$ cat config.mk
export PLATFORM = sky130hd
export DESIGN_NAME = nvsc_host_ctrl
export DESIGN_NICKNAME = d
export VERILOG_FILES = /design/src/nvsc_pkg.sv /design/src/nvsc_busy_if.sv /design/src/nvsc_busy_mon.sv /design/src/nvsc_host_ctrl.sv
export SDC_FILE = /design/constraint.sdc
export NUM_CORES = 1
export LEC_CHECK = 0
export BUFFER_PORTS_ARGS = -buffer_cell sky130_fd_sc_hd__buf_2
export CORE_MARGIN = 1
export CORE_UTILIZATION = 51
export DETAILED_ROUTE_END_ITERATION = 10
export HOLD_SLACK_MARGIN = 0.12
export PLACE_DENSITY = 0.79
export SLEW_MARGIN = 30
export SYNTH_ARGS = -nofsm -noshare
export SYNTH_HDL_FRONTEND = slang
export SYNTH_SLANG_ARGS = --single-unit
$ cat constraint.sdc
create_clock -name core_clk_i -period 2.9 [get_ports core_clk_i]
set_input_delay 0.145 -clock core_clk_i [delete_from_list [all_inputs] [get_ports core_clk_i]]
set_output_delay 0.145 -clock core_clk_i [all_outputs]
set_load 0.01 [all_outputs]
$ cat src/nvsc_pkg.sv
// package: constants, types and helpers for the nvsram host controller
// assumes: a 200 MHz core clock and a device strapped for the organisation chosen at the top
// Summary of operation
// (RULE_01) Device reads while selected, output enabled, write high, sleep and busy high.
// (RULE_02) Address picks one byte, halfword or word of the 16-Mbit array.
// (RULE_03) On wide parts, reads drive only lanes whose low-active byte enables are low.
// (RULE_04) A held read follows address changes until a control ends it.
// (RULE_05) Write while selected, write low, busy high; host holds address stable throughout.
// (RULE_06) On wide parts, writes update only lanes whose byte enables are low.
// (RULE_07) Host keeps output enable high during writes; device turns drivers off anyway.
// (RULE_08) Store triggers: busy pin, software sequence, power loss; power-loss store on by default.
// (RULE_09) Below switch threshold the device isolates its capacitor and stores from it.
// (RULE_10) Pin and power-loss stores need the write latch; software stores always run.
// (RULE_11) Busy pulled low starts a store after a delay if the write latch is set.
// (RULE_12) Device holds busy low for the whole of every store.
// (RULE_13) After pin or software store device drives busy high briefly, then weak pull-up.
// (RULE_14) Writes requested after busy falls are blocked until busy returns high.
// (RULE_15) With latch clear the device leaves busy; access blocked until the host releases it.
// (RULE_16) After a store, access stays blocked a recovery time after busy rises.
// (RULE_17) Power-up or supply dip latches a recall; busy low and access blocked meanwhile.
// (RULE_18) Software store: read the five lead addresses then the store address, in order.
// (RULE_19) Software recall: read the same five lead addresses then the recall address.
// (RULE_20) Any other access inside a sequence abandons it with no store or recall.
// (RULE_21) Sequence reads keep write high; after the sixth the device goes busy.
// (RULE_22) Recall clears the array, copies nonvolatile data in, then access resumes.
// (RULE_23) Only address bits 14 to 2 are decoded for the sequences.
// (RULE_24) Sequences ending at the two mode addresses switch the power-loss store off or on.
// (RULE_25) With two selects, the part is selected only when low-active low, high-active high.
// (RULE_26) Any write sets the write latch; any store or recall clears it.
package nvsc_pkg;

   localparam int CLK_PS          = 5000;   // core clock period
   localparam int PS_PER_NS       = 1000;
   localparam int ACCESS_NS       = 50;     // select-to-data and write pulse width
   localparam int PULL_NS         = 100;    // how long the host pulls busy low
   localparam int BUSY_WAIT_NS    = 1000;   // time given the device to grab busy
   localparam int RECOVERY_NS     = 1000;   // post_store_recovery
   localparam int RECALL_NS       = 20000;  // powerup_recall_time
   localparam int SEQ_ADDR_W      = 16;
   localparam logic [2:0] SEQ_LAST = 3'h5;

   localparam logic [15:0] SEQ_ADDR_1      = 16'h4E38;
   localparam logic [15:0] SEQ_ADDR_2      = 16'hB1C7;
   localparam logic [15:0] SEQ_ADDR_3      = 16'h83E0;
   localparam logic [15:0] SEQ_ADDR_4      = 16'h7C1F;
   localparam logic [15:0] SEQ_ADDR_5      = 16'h703F;
   localparam logic [15:0] SEQ_STORE_ADDR  = 16'h8FC0;
   localparam logic [15:0] SEQ_RECALL_ADDR = 16'h4C63;
   localparam logic [15:0] SEQ_PLS_OFF     = 16'h8B45;
   localparam logic [15:0] SEQ_PLS_ON      = 16'h4B46;

   typedef enum logic [2:0] {
      OP_READ      = 3'b000,
      OP_WRITE     = 3'b001,
      OP_SW_STORE  = 3'b010,
      OP_SW_RECALL = 3'b011,
      OP_PLS_OFF   = 3'b100,
      OP_PLS_ON    = 3'b101,
      OP_HW_STORE  = 3'b110
   } nvsc_op_t;

   typedef enum logic [2:0] {
      S_IDLE  = 3'b000,
      S_SETUP = 3'b001,
      S_ACT   = 3'b010,
      S_HOLD  = 3'b011,
      S_PULL  = 3'b100,
      S_WAITB = 3'b101
   } nvsc_state_t;

   // least time in ns to whole clock cycles, never below one
   function automatic int nvsc_cycles(input int ns);
      int c;
      c = (ns * PS_PER_NS + CLK_PS - 1) / CLK_PS;
      return (c < 1) ? 1 : c;
   endfunction

   // true for the six-read software operations
   function automatic logic nvsc_is_seq(input nvsc_op_t op);
      return (op == OP_SW_STORE) || (op == OP_SW_RECALL) || (op == OP_PLS_OFF) ||
             (op == OP_PLS_ON);
   endfunction

   // address of a given step of a software sequence
   function automatic logic [15:0] nvsc_seq_addr(input nvsc_op_t op, input logic [2:0] step);
      logic [15:0] a;
      a = SEQ_ADDR_1;
      case (step)
         3'h0: a = SEQ_ADDR_1;
         3'h1: a = SEQ_ADDR_2;
         3'h2: a = SEQ_ADDR_3;
         3'h3: a = SEQ_ADDR_4;
         3'h4: a = SEQ_ADDR_5;
         default: begin
            if (op == OP_SW_STORE) a = SEQ_STORE_ADDR;
            else if (op == OP_SW_RECALL) a = SEQ_RECALL_ADDR;
            else if (op == OP_PLS_OFF) a = SEQ_PLS_OFF; // RULE_24
            else a = SEQ_PLS_ON;
         end
      endcase
      return a;
   endfunction

endpackage
$ cat src/nvsc_busy_if.sv
// interface: busy-line status from the monitor to the controller
// assumes: both ends run on core_clk_i
`timescale 1ns/1ps
interface nvsc_busy_if;
   logic busy;   // store_busy_n seen low
   logic ok;     // line high and recovery time elapsed
   modport mon (output busy, output ok);
   modport ctl (input busy, input ok);
endinterface

$ cat src/nvsc_busy_mon.sv
// module: watches the store-busy line and times recall and recovery blocking
// assumes: store_busy_n_i is synchronous to core_clk_i
`timescale 1ns/1ps
module nvsc_busy_mon #(
   parameter int RECALL_CYC  = 4000,
   parameter int RECOVER_CYC = 200
) (
   input  wire logic core_clk_i,
   input  wire logic rst_i,
   input  wire logic store_busy_n_i,
   nvsc_busy_if.mon  bus
);
   localparam int CW = 20;
   if (RECALL_CYC >= (1 << CW) || RECOVER_CYC >= (1 << CW) || RECOVER_CYC < 1) begin : g_chk
      $error("nvsc_busy_mon: counts out of range");
   end

   logic [CW-1:0] cnt_reg;
   logic [CW-1:0] cnt_next;
   logic          busy_reg;
   logic          busy_next;
   logic          ok_reg;
   logic          ok_next;

   ////////////////////////////////////////////////////////////////////////////////
   // recovery counter: restarts while busy is low, runs down after release
   always_comb begin
      busy_next = ~store_busy_n_i;
      cnt_next  = cnt_reg;
      if (!store_busy_n_i) begin
         cnt_next = CW'(RECOVER_CYC);                       // RULE_16
      end else if (cnt_reg != '0) begin
         cnt_next = cnt_reg - CW'(1);
      end
      ok_next = store_busy_n_i && (cnt_next == '0);         // RULE_14
   end

   // reset starts with the power-up recall window
   always_ff @(posedge core_clk_i or posedge rst_i) begin
      if (rst_i) begin
         cnt_reg  <= CW'(RECALL_CYC);                       // RULE_17
         busy_reg <= 1'b0;
         ok_reg   <= 1'b0;
      end else begin
         cnt_reg  <= cnt_next;
         busy_reg <= busy_next;
         ok_reg   <= ok_next;
      end
   end

   assign bus.busy = busy_reg;
   assign bus.ok   = ok_reg;

   ////////////////////////////////////////////////////////////////////////////////
   busy_blocks_a: assert property (@(posedge core_clk_i) disable iff (rst_i) // RULE_14
      !store_busy_n_i |=> !ok_reg && busy_reg)
      else $error("access allowed while busy low");
   recovery_load_a: assert property (@(posedge core_clk_i) disable iff (rst_i) // RULE_16
      $past(!store_busy_n_i) && store_busy_n_i |=> cnt_reg == CW'(RECOVER_CYC - 1) && !ok_reg)
      else $error("recovery time not started on busy release");
endmodule

$ cat src/nvsc_host_ctrl.sv
// module: host-side controller driving an asynchronous nonvolatile sram through its pins
// assumes: device pins sampled and driven on core_clk_i; busy pin is open drain with pull-up
`timescale 1ns/1ps
module nvsc_host_ctrl #(
   parameter int DATA_W      = 8,
   parameter int ADDR_W      = 21,
   parameter int RECALL_CYC  = nvsc_pkg::nvsc_cycles(nvsc_pkg::RECALL_NS)
) (
   input  wire logic                 core_clk_i,
   input  wire logic                 rst_i,
   // user command port
   input  wire logic                 cmd_valid_i,
   input  wire nvsc_pkg::nvsc_op_t   cmd_op_i,
   input  wire logic [ADDR_W-1:0]    cmd_addr_i,
   input  wire logic [DATA_W-1:0]    cmd_wdata_i,
   input  wire logic [DATA_W/8-1:0]  cmd_be_n_i,
   output logic                      cmd_ready_o,
   output logic                      done_o,
   output logic                      rdata_valid_o,
   output logic [DATA_W-1:0]         rdata_o,
   // device pins
   output logic                      chip_select_low_active_o,
   output logic                      chip_select_high_active_o,
   output logic                      output_enable_n_o,
   output logic                      write_enable_n_o,
   output logic [DATA_W/8-1:0]       byte_enable_n_o,
   output logic                      sleep_request_n_o,
   output logic [ADDR_W-1:0]         addr_o,
   input  wire logic [DATA_W-1:0]    dq_i,
   output logic [DATA_W-1:0]         dq_o,
   output logic                      dq_oe_o,
   input  wire logic                 store_busy_n_i,
   output logic                      store_busy_n_o,
   output logic                      store_busy_oe_o
);
   localparam int LANES         = DATA_W / 8;
   localparam int ACCESS_CYC    = nvsc_pkg::nvsc_cycles(nvsc_pkg::ACCESS_NS);
   localparam int PULL_CYC      = nvsc_pkg::nvsc_cycles(nvsc_pkg::PULL_NS);
   localparam int BUSY_WAIT_CYC = nvsc_pkg::nvsc_cycles(nvsc_pkg::BUSY_WAIT_NS);
   localparam int RECOVER_CYC   = nvsc_pkg::nvsc_cycles(nvsc_pkg::RECOVERY_NS);
   localparam int CW            = 16;

   // organisation must match the 16-Mbit array
   if (!(DATA_W == 8 || DATA_W == 16 || DATA_W == 32) ||
       ADDR_W != 21 - $clog2(LANES) || ACCESS_CYC >= (1 << CW) ||
       BUSY_WAIT_CYC >= (1 << CW)) begin : g_chk
      $error("nvsc_host_ctrl: unsupported organisation or timing");          // RULE_02
   end

   nvsc_busy_if busy ();

   // busy-line monitor
   nvsc_busy_mon #(
      .RECALL_CYC  (RECALL_CYC),
      .RECOVER_CYC (RECOVER_CYC)
   ) u_mon (
      .core_clk_i     (core_clk_i),
      .rst_i          (rst_i),
      .store_busy_n_i (store_busy_n_i),
      .bus            (busy.mon)
   );

   nvsc_pkg::nvsc_state_t state_reg, state_next;
   nvsc_pkg::nvsc_op_t    op_reg, op_next;
   logic [ADDR_W-1:0]     uaddr_reg, uaddr_next;
   logic [DATA_W-1:0]     wdata_reg, wdata_next;
   logic [LANES-1:0]      be_reg, be_next;
   logic [2:0]            step_reg, step_next;
   logic [CW-1:0]         cnt_reg, cnt_next;
   logic                  cs_low_reg, cs_low_next;
   logic                  cs_high_reg, cs_high_next;
   logic                  oe_n_reg, oe_n_next;
   logic                  we_n_reg, we_n_next;
   logic [LANES-1:0]      pin_be_reg, pin_be_next;
   logic [ADDR_W-1:0]     pin_addr_reg, pin_addr_next;
   logic [DATA_W-1:0]     dq_reg, dq_next;
   logic                  dq_oe_reg, dq_oe_next;
   logic                  hsb_oe_reg, hsb_oe_next;
   logic [DATA_W-1:0]     rdata_reg, rdata_next;
   logic                  done_reg, done_next;
   logic                  rvalid_reg, rvalid_next;
   logic                  ready_reg, ready_next;

   // sequence address placed on the low address lines, upper lines zero
   function automatic logic [ADDR_W-1:0] seq_pin(input nvsc_pkg::nvsc_op_t op,
                                                 input logic [2:0] step);
      return {{(ADDR_W - nvsc_pkg::SEQ_ADDR_W){1'b0}}, nvsc_pkg::nvsc_seq_addr(op, step)};
   endfunction

   ////////////////////////////////////////////////////////////////////////////////
   // next-state and pin values
   always_comb begin
      state_next    = state_reg;
      op_next       = op_reg;
      uaddr_next    = uaddr_reg;
      wdata_next    = wdata_reg;
      be_next       = be_reg;
      step_next     = step_reg;
      cnt_next      = cnt_reg;
      cs_low_next   = cs_low_reg;
      cs_high_next  = cs_high_reg;
      oe_n_next     = oe_n_reg;
      we_n_next     = we_n_reg;
      pin_be_next   = pin_be_reg;
      pin_addr_next = pin_addr_reg;
      dq_next       = dq_reg;
      dq_oe_next    = dq_oe_reg;
      hsb_oe_next   = hsb_oe_reg;
      rdata_next    = rdata_reg;
      done_next     = 1'b0;
      rvalid_next   = 1'b0;
      case (state_reg)
         nvsc_pkg::S_IDLE: begin
            if (ready_reg && cmd_valid_i) begin
               op_next    = cmd_op_i;
               uaddr_next = cmd_addr_i;
               wdata_next = cmd_wdata_i;
               be_next    = cmd_be_n_i;
               step_next  = '0;
               if (cmd_op_i == nvsc_pkg::OP_HW_STORE) begin
                  hsb_oe_next = 1'b1;                                   // RULE_11
                  cnt_next    = CW'(PULL_CYC);
                  state_next  = nvsc_pkg::S_PULL;
               end else begin
                  pin_addr_next = nvsc_pkg::nvsc_is_seq(cmd_op_i) ?
                                  seq_pin(cmd_op_i, 3'h0) : cmd_addr_i;   // RULE_18
                  state_next    = nvsc_pkg::S_SETUP;
               end
            end
         end
         nvsc_pkg::S_SETUP: begin
            // address settles a cycle before select; wait out any busy or recovery
            if (busy.ok) begin                                          // RULE_16
               cs_low_next  = 1'b0;                                     // RULE_25
               cs_high_next = 1'b1;
               cnt_next     = CW'(ACCESS_CYC);
               state_next   = nvsc_pkg::S_ACT;
               if (op_reg == nvsc_pkg::OP_WRITE) begin
                  we_n_next   = 1'b0;                                   // RULE_05
                  dq_next     = wdata_reg;
                  dq_oe_next  = 1'b1;
                  pin_be_next = be_reg;                                 // RULE_06
               end else begin
                  oe_n_next   = 1'b0;                                   // RULE_01
                  pin_be_next = nvsc_pkg::nvsc_is_seq(op_reg) ? '0 : be_reg; // RULE_03
               end
            end
         end
         nvsc_pkg::S_ACT: begin
            if (cnt_reg == CW'(1)) begin
               cs_low_next  = 1'b1;
               cs_high_next = 1'b0;
               we_n_next    = 1'b1;
               oe_n_next    = 1'b1;
               if (op_reg != nvsc_pkg::OP_WRITE) rdata_next = dq_i;
               state_next   = nvsc_pkg::S_HOLD;
            end else begin
               cnt_next = cnt_reg - CW'(1);
            end
         end
         nvsc_pkg::S_HOLD: begin
            // address still held while select goes inactive
            dq_oe_next  = 1'b0;
            pin_be_next = '1;
            if (nvsc_pkg::nvsc_is_seq(op_reg) && step_reg != nvsc_pkg::SEQ_LAST) begin
               step_next     = step_reg + 3'h1;                         // RULE_20
               pin_addr_next = seq_pin(op_reg, step_reg + 3'h1);        // RULE_19
               state_next    = nvsc_pkg::S_SETUP;
            end else if (nvsc_pkg::nvsc_is_seq(op_reg)) begin
               cnt_next   = CW'(BUSY_WAIT_CYC);                         // RULE_21
               state_next = nvsc_pkg::S_WAITB;
            end else begin
               done_next   = 1'b1;
               rvalid_next = (op_reg == nvsc_pkg::OP_READ);
               state_next  = nvsc_pkg::S_IDLE;
            end
         end
         nvsc_pkg::S_PULL: begin
            if (cnt_reg == CW'(1)) begin
               hsb_oe_next = 1'b0;                                      // RULE_15
               cnt_next    = CW'(BUSY_WAIT_CYC);
               state_next  = nvsc_pkg::S_WAITB;
            end else begin
               cnt_next = cnt_reg - CW'(1);
            end
         end
         nvsc_pkg::S_WAITB: begin
            // give the device time to take the line, then wait for release
            if (cnt_reg != '0) begin
               cnt_next = cnt_reg - CW'(1);
            end else if (busy.ok) begin                                 // RULE_12
               done_next  = 1'b1;
               state_next = nvsc_pkg::S_IDLE;
            end
         end
         default: state_next = nvsc_pkg::S_IDLE;
      endcase
      ready_next = (state_next == nvsc_pkg::S_IDLE) && busy.ok && !done_next;
   end

   // registers
   always_ff @(posedge core_clk_i or posedge rst_i) begin
      if (rst_i) begin
         state_reg    <= nvsc_pkg::S_IDLE;
         op_reg       <= nvsc_pkg::OP_READ;
         uaddr_reg    <= '0;
         wdata_reg    <= '0;
         be_reg       <= '1;
         step_reg     <= '0;
         cnt_reg      <= '0;
         cs_low_reg   <= 1'b1;
         cs_high_reg  <= 1'b0;
         oe_n_reg     <= 1'b1;
         we_n_reg     <= 1'b1;
         pin_be_reg   <= '1;
         pin_addr_reg <= '0;
         dq_reg       <= '0;
         dq_oe_reg    <= 1'b0;
         hsb_oe_reg   <= 1'b0;
         rdata_reg    <= '0;
         done_reg     <= 1'b0;
         rvalid_reg   <= 1'b0;
         ready_reg    <= 1'b0;
      end else begin
         state_reg    <= state_next;
         op_reg       <= op_next;
         uaddr_reg    <= uaddr_next;
         wdata_reg    <= wdata_next;
         be_reg       <= be_next;
         step_reg     <= step_next;
         cnt_reg      <= cnt_next;
         cs_low_reg   <= cs_low_next;
         cs_high_reg  <= cs_high_next;
         oe_n_reg     <= oe_n_next;
         we_n_reg     <= we_n_next;
         pin_be_reg   <= pin_be_next;
         pin_addr_reg <= pin_addr_next;
         dq_reg       <= dq_next;
         dq_oe_reg    <= dq_oe_next;
         hsb_oe_reg   <= hsb_oe_next;
         rdata_reg    <= rdata_next;
         done_reg     <= done_next;
         rvalid_reg   <= rvalid_next;
         ready_reg    <= ready_next;
      end
   end

   ////////////////////////////////////////////////////////////////////////////////
   // outputs straight from flip-flops, except the sleep request and busy drive value, which are tied constants
   assign cmd_ready_o               = ready_reg;
   assign done_o                    = done_reg;
   assign rdata_valid_o             = rvalid_reg;
   assign rdata_o                   = rdata_reg;
   assign chip_select_low_active_o  = cs_low_reg;
   assign chip_select_high_active_o = cs_high_reg;
   assign output_enable_n_o         = oe_n_reg;
   assign write_enable_n_o          = we_n_reg;
   assign byte_enable_n_o           = pin_be_reg;
   assign sleep_request_n_o         = 1'b1;           // sleep never requested
   assign addr_o                    = pin_addr_reg;
   assign dq_o                      = dq_reg;
   assign dq_oe_o                   = dq_oe_reg;
   assign store_busy_n_o            = 1'b0;           // open drain: only ever pulls low
   assign store_busy_oe_o           = hsb_oe_reg;

   ////////////////////////////////////////////////////////////////////////////////
   oe_write_high_a: assert property (@(posedge core_clk_i) disable iff (rst_i) // RULE_07
      !we_n_reg |-> oe_n_reg && dq_oe_reg)
      else $error("output enable low during write");
   write_addr_stable_a: assert property (@(posedge core_clk_i) disable iff (rst_i) // RULE_05
      !we_n_reg && $past(!we_n_reg) |-> $stable(pin_addr_reg) && !cs_low_reg)
      else $error("address moved during write");
   seq_we_high_a: assert property (@(posedge core_clk_i) disable iff (rst_i) // RULE_21
      nvsc_pkg::nvsc_is_seq(op_reg) && state_reg == nvsc_pkg::S_ACT |-> we_n_reg && !oe_n_reg)
      else $error("write enable low inside sequence");
   seq_addr_order_a: assert property (@(posedge core_clk_i) disable iff (rst_i) // RULE_18
      nvsc_pkg::nvsc_is_seq(op_reg) && state_reg == nvsc_pkg::S_ACT
      |-> pin_addr_reg == seq_pin(op_reg, step_reg))
      else $error("sequence address out of order");
   write_lanes_a: assert property (@(posedge core_clk_i) disable iff (rst_i) // RULE_06
      $fell(we_n_reg) |-> pin_be_reg == be_reg && dq_reg == wdata_reg)
      else $error("write lanes differ from request");
   dual_select_a: assert property (@(posedge core_clk_i) disable iff (rst_i) // RULE_25
      cs_low_reg == !cs_high_reg)
      else $error("select pair inconsistent");
   busy_pull_len_a: assert property (@(posedge core_clk_i) disable iff (rst_i) // RULE_15
      $rose(hsb_oe_reg) |-> hsb_oe_reg [*2] ##[0:60] !hsb_oe_reg)
      else $error("busy pull not released in time");
   select_when_free_a: assert property (@(posedge core_clk_i) disable iff (rst_i) // RULE_14
      $fell(cs_low_reg) |-> $past(busy.ok && !busy.busy) && $past(state_reg) == nvsc_pkg::S_SETUP)
      else $error("access started while blocked");
   read_capture_a: assert property (@(posedge core_clk_i) disable iff (rst_i) // RULE_04
      rvalid_reg |-> $past(state_reg) == nvsc_pkg::S_HOLD && done_reg)
      else $error("read data flagged without a read");
endmodule

==> impl_results.rst <==
.. list-table::
   :header-rows: 1

   * - Metric
     - Value
   * - Flip-flop count of the largest register, all copies and words added
     - 21
   * - Most common cell in the synthesized netlist
     - dfrtp_1
   * - Final worst clock skew
     - 0.01431 ns
   * - Status
     - complete, no violations
   * - Fin Hold WS
     - 0.1612 ns
   * - Leading cell types by count after synthesis
     - dfrtp_1 (91), nand2_1 (73), nor2_1 (52)
   * - Final #Nets
     - 742
   * - Sum of internal, switching and leakage power
     - 2.586 mW
   * - Post-synth top area share
     - 43.51%
   * - Launching element type of the critical path
     - flop
   * - Post-layout min period
     - 2.733 ns
   * - Hold Path Class
     - in -> reg
   * - Met3 layer wire length in the routed design
     - 588 µm
   * - Total gr overflow
     - 0
   * - Share of the cycle needed by the critical path after routing
     - 94.25%
   * - Final instance area
     - 6521 µm²
   * - Synth Cell Area
     - 5234 µm²
   * - Vias in the first global route
     - 4515
   * - Ys flop type
     - dfrtp_1
   * - Critical path's slowest cell
     - or4b_1
   * - Top area cells in the synthesized netlist
     - dfrtp_1 (44%), dfstp_2 (5.5%), nand2_1 (5.2%)
   * - Total of warnings raised by yosys
     - 0
   * - Hold Violations, Final
     - 0
   * - Leak
     - 3.193 nW
   * - Number of antenna diodes
     - 0
   * - Layout overhead on the synthesized area
     - 24.60%
   * - Critical path data required time
     - 3.19 ns
   * - Detailed router's first-iteration violation count
     - 270
   * - Worst-path clk slew
     - 0.12 ns
   * - Met2 wirelength from detailed routing
     - 6.616 mm
   * - Register area share after synthesis
     - 49.03%
   * - # rows
     - 36
   * - Placed standard-cell area
     - 5881 µm²
   * - Wirelength per Cell
     - 15.94 µm
   * - Chip Width
     - 103.3 µm
   * - Maximum buffer depth of the clock tree
     - 2
   * - Clock tree from TritonCTS
     - built
   * - Number of antenna violations at the first check in global routing
     - 0
   * - Number of storage elements in the synthesis netlist
     - 102
   * - Crit path buffers/inverters
     - 1
   * - Post-layout worst setup margin
     - 0.1666 ns
   * - DR pass1 iterations
     - 4
   * - Die boundary height
     - 103.3 µm
   * - Syn Nets
     - 607
   * - Max incr delay on CP
     - 0.53 ns
   * - Maximum number of pins on one net before global-route repair
     - 57
   * - Achievable Freq
     - 0.3658 GHz
   * - Global router's overall resource usage
     - 25.91%
   * - Share of final-layout standard cells stronger than drive strength 1
     - 24.86%
   * - Pins Over Slew Limit
     - 0
   * - Post-synthesis cell count
     - 552
   * - H-tree level count
     - 3
   * - Root buffer cell
     - clkbuf_8
   * - Path type of the worst setup path
     - reg -> reg
   * - Area enclosed by the die boundary
     - 10670 µm²
   * - VDD IR-drop max
     - 0.3530 mV
   * - TritonCTS sink count
     - 102
   * - Accumulated negative setup slack
     - 0 ns
   * - Kind of capture point of the worst setup path
     - flop
   * - Relative slew slack
     - 48.54%
   * - Mean instance size in the synthesized netlist
     - 9.481 µm²
   * - Later-pin clock latency in the skew report
     - 0.39 ns
   * - Data arrival time of the critical path
     - 3.02 ns
   * - Number of top-level design ports
     - 94
   * - Final setup violating endpoints
     - 0
   * - CORE AREA
     - 9864 µm²
   * - Routed length on met1
     - 5.656 mm
   * - Area taken by multi-input logic gates
     - 2517 µm²
   * - Power Dens Cells
     - 396.6 nW/µm²
   * - Setup slack after placement
     - 0.1356 ns
   * - Max_cap viols
     - 0
   * - Initial Utilization
     - 53.06%
   * - Post-synth EDFFs
     - 0
   * - Post-synth ARST share
     - 100.0%
   * - Port bufs
     - 91
   * - Biggest fanout along the worst timing path
     - 3
   * - Number of fill cells
     - 790
   * - Cts bufs inserted
     - 9
   * - Uppermost signal routing layer after detailed routing
     - met4
   * - Unrepaired setup endpoints after global routing
     - no
   * - Cell variety after synth
     - 66
   * - Antenna-violating nets left
     - 0
   * - Detailed-route vias per instance
     - 5.678
   * - Hpwl dp
     - 8.988 mm
   * - Largest delay contributor family on the critical path
     - simple AND/OR/NAND/NOR gates
   * - Most area-hungry cell type in the Yosys netlist
     - dfrtp_1
   * - CP Cell Sequence
     - inv_1 > ha_1 > or4b_4 > nor4_4 > nor4_1 > xor2_1 > or4b_1 > nor4_2
   * - FF/Latch Area
     - 2569 µm²
   * - Worst Max-Slew Pin Slew
     - 0.7720 ns
   * - DRC
     - 0
   * - Wire length of the first global-routing pass
     - 21.27 mm
   * - Vias
     - 4684
   * - Drt total wl
     - 13.15 mm
   * - Last weighted congestion value of the routability-driven placer
     - 0.9370
[cell usage in the layout, fill, tap and decap left out, drive strengths merged, types with 5 or more instances in the layout]
cell type | synthesis | layout
buf | 9 | 109
dfrtp | 91 | 91
nand2 | 73 | 73
nor2 | 52 | 52
dlygate4sd3 | 0 | 40
a21oi | 37 | 37
o21ai | 35 | 35
inv | 16 | 20
nor4 | 18 | 18
mux2 | 16 | 16
nor3 | 12 | 12
nor2b | 11 | 11
nand3 | 11 | 11
and2 | 11 | 11
dfstp | 11 | 11
ha | 10 | 10
xnor2 | 9 | 9
clkbuf | 16 | 9
o31ai | 8 | 8
nand2b | 6 | 6
or2 | 6 | 6
a21o | 6 | 6
and3 | 5 | 5
or3 | 5 | 5
xor2 | 5 | 5
a22o | 5 | 5
[timing repair]
action / 4_1_cts / 5_1_grt
gates resized for setup: 0 / 7
hold buffers: 40 / 0
setup buffers: 0 / 2
setup endpoints to repair: 0 / 1
hold endpoints to repair: 84 / 0
[power breakdown]
group,internal (mW),switching (mW)
Sequential,1.44,0.0194
Clock,0.339,0.553
Combinational,0.116,0.121
Total,1.89,0.694
[per-layer routing]
metal  up-vias  track usage (%)
met1      2287            33.28
met3        28            5.712
met4         0            9.642
met5         -                0
met2       137            43.13
li1       2232                -
[final cells by class]
cell class / instances / share of cell area (%)
Sequential cell: 102 / 39.39
Multi-Input combinational cell: 409 / 38.60
Timing Repair Buffer: 149 / 15.45
Tap cell: 133 / 2.552
Clock buffer: 9 / 1.899
Clock inverter: 7 / 1.151
Inverter: 16 / 0.9593
[final timing paths]
| kind | from | endpoint | slack (ns) | cells past startpoint |
|---|---|---|---|---|
| worst max-delay path | u_mon.cnt_reg[0] | u_mon.bus.ok | 0.17 | 8 |
| worst min register to register | be_reg | be_reg | 0.47 | 2 |
| max in group asynchronous | rst_i | u_mon.cnt_reg[5] | 1.80 | 4 |
| worst min-delay path | cmd_addr_i[5] | addr_o[5] | 0.16 | 4 |
| worst max register to register | u_mon.cnt_reg[0] | u_mon.bus.ok | 0.17 | 8 |
| min in group asynchronous | rst_i | op_reg[0] | 0.36 | 3 |
[cells by family (layout without fill, tap and decap cells)]
logic type	count (synthesis)	in the layout	share of synthesized area, %
AO/OA/AOI/OAI	131	131	15.99
AND/OR/NAND/NOR	236	236	23.40
XOR/XNOR	14	14	2.343
flip-flops	102	102	49.03
multiplexers	16	16	3.442
buffers and inverters	41	181	3.251
adder cells (fa/ha/maj)	10	10	2.391
other	2	2	0.1435
[through the flow]
step                      util [%]  cells
after floorplan                  -    552
after global placement       59.61    767
after detailed placement     59.61    767
after CTS                    65.69    823
after global routing         66.11    825
final                        66.11    825
[worst reg2reg max path, delay by kind of cell (launching register included)]
kind | cells | cell delay [ns]
fa+ha+maj | 1 | 0.18
xor+xnor | 1 | 0.16
buf+inv | 1 | 0.11
flops | 1 | 0.41
simple gates | 5 | 1.78
Power figures use the tool's default switching activity.
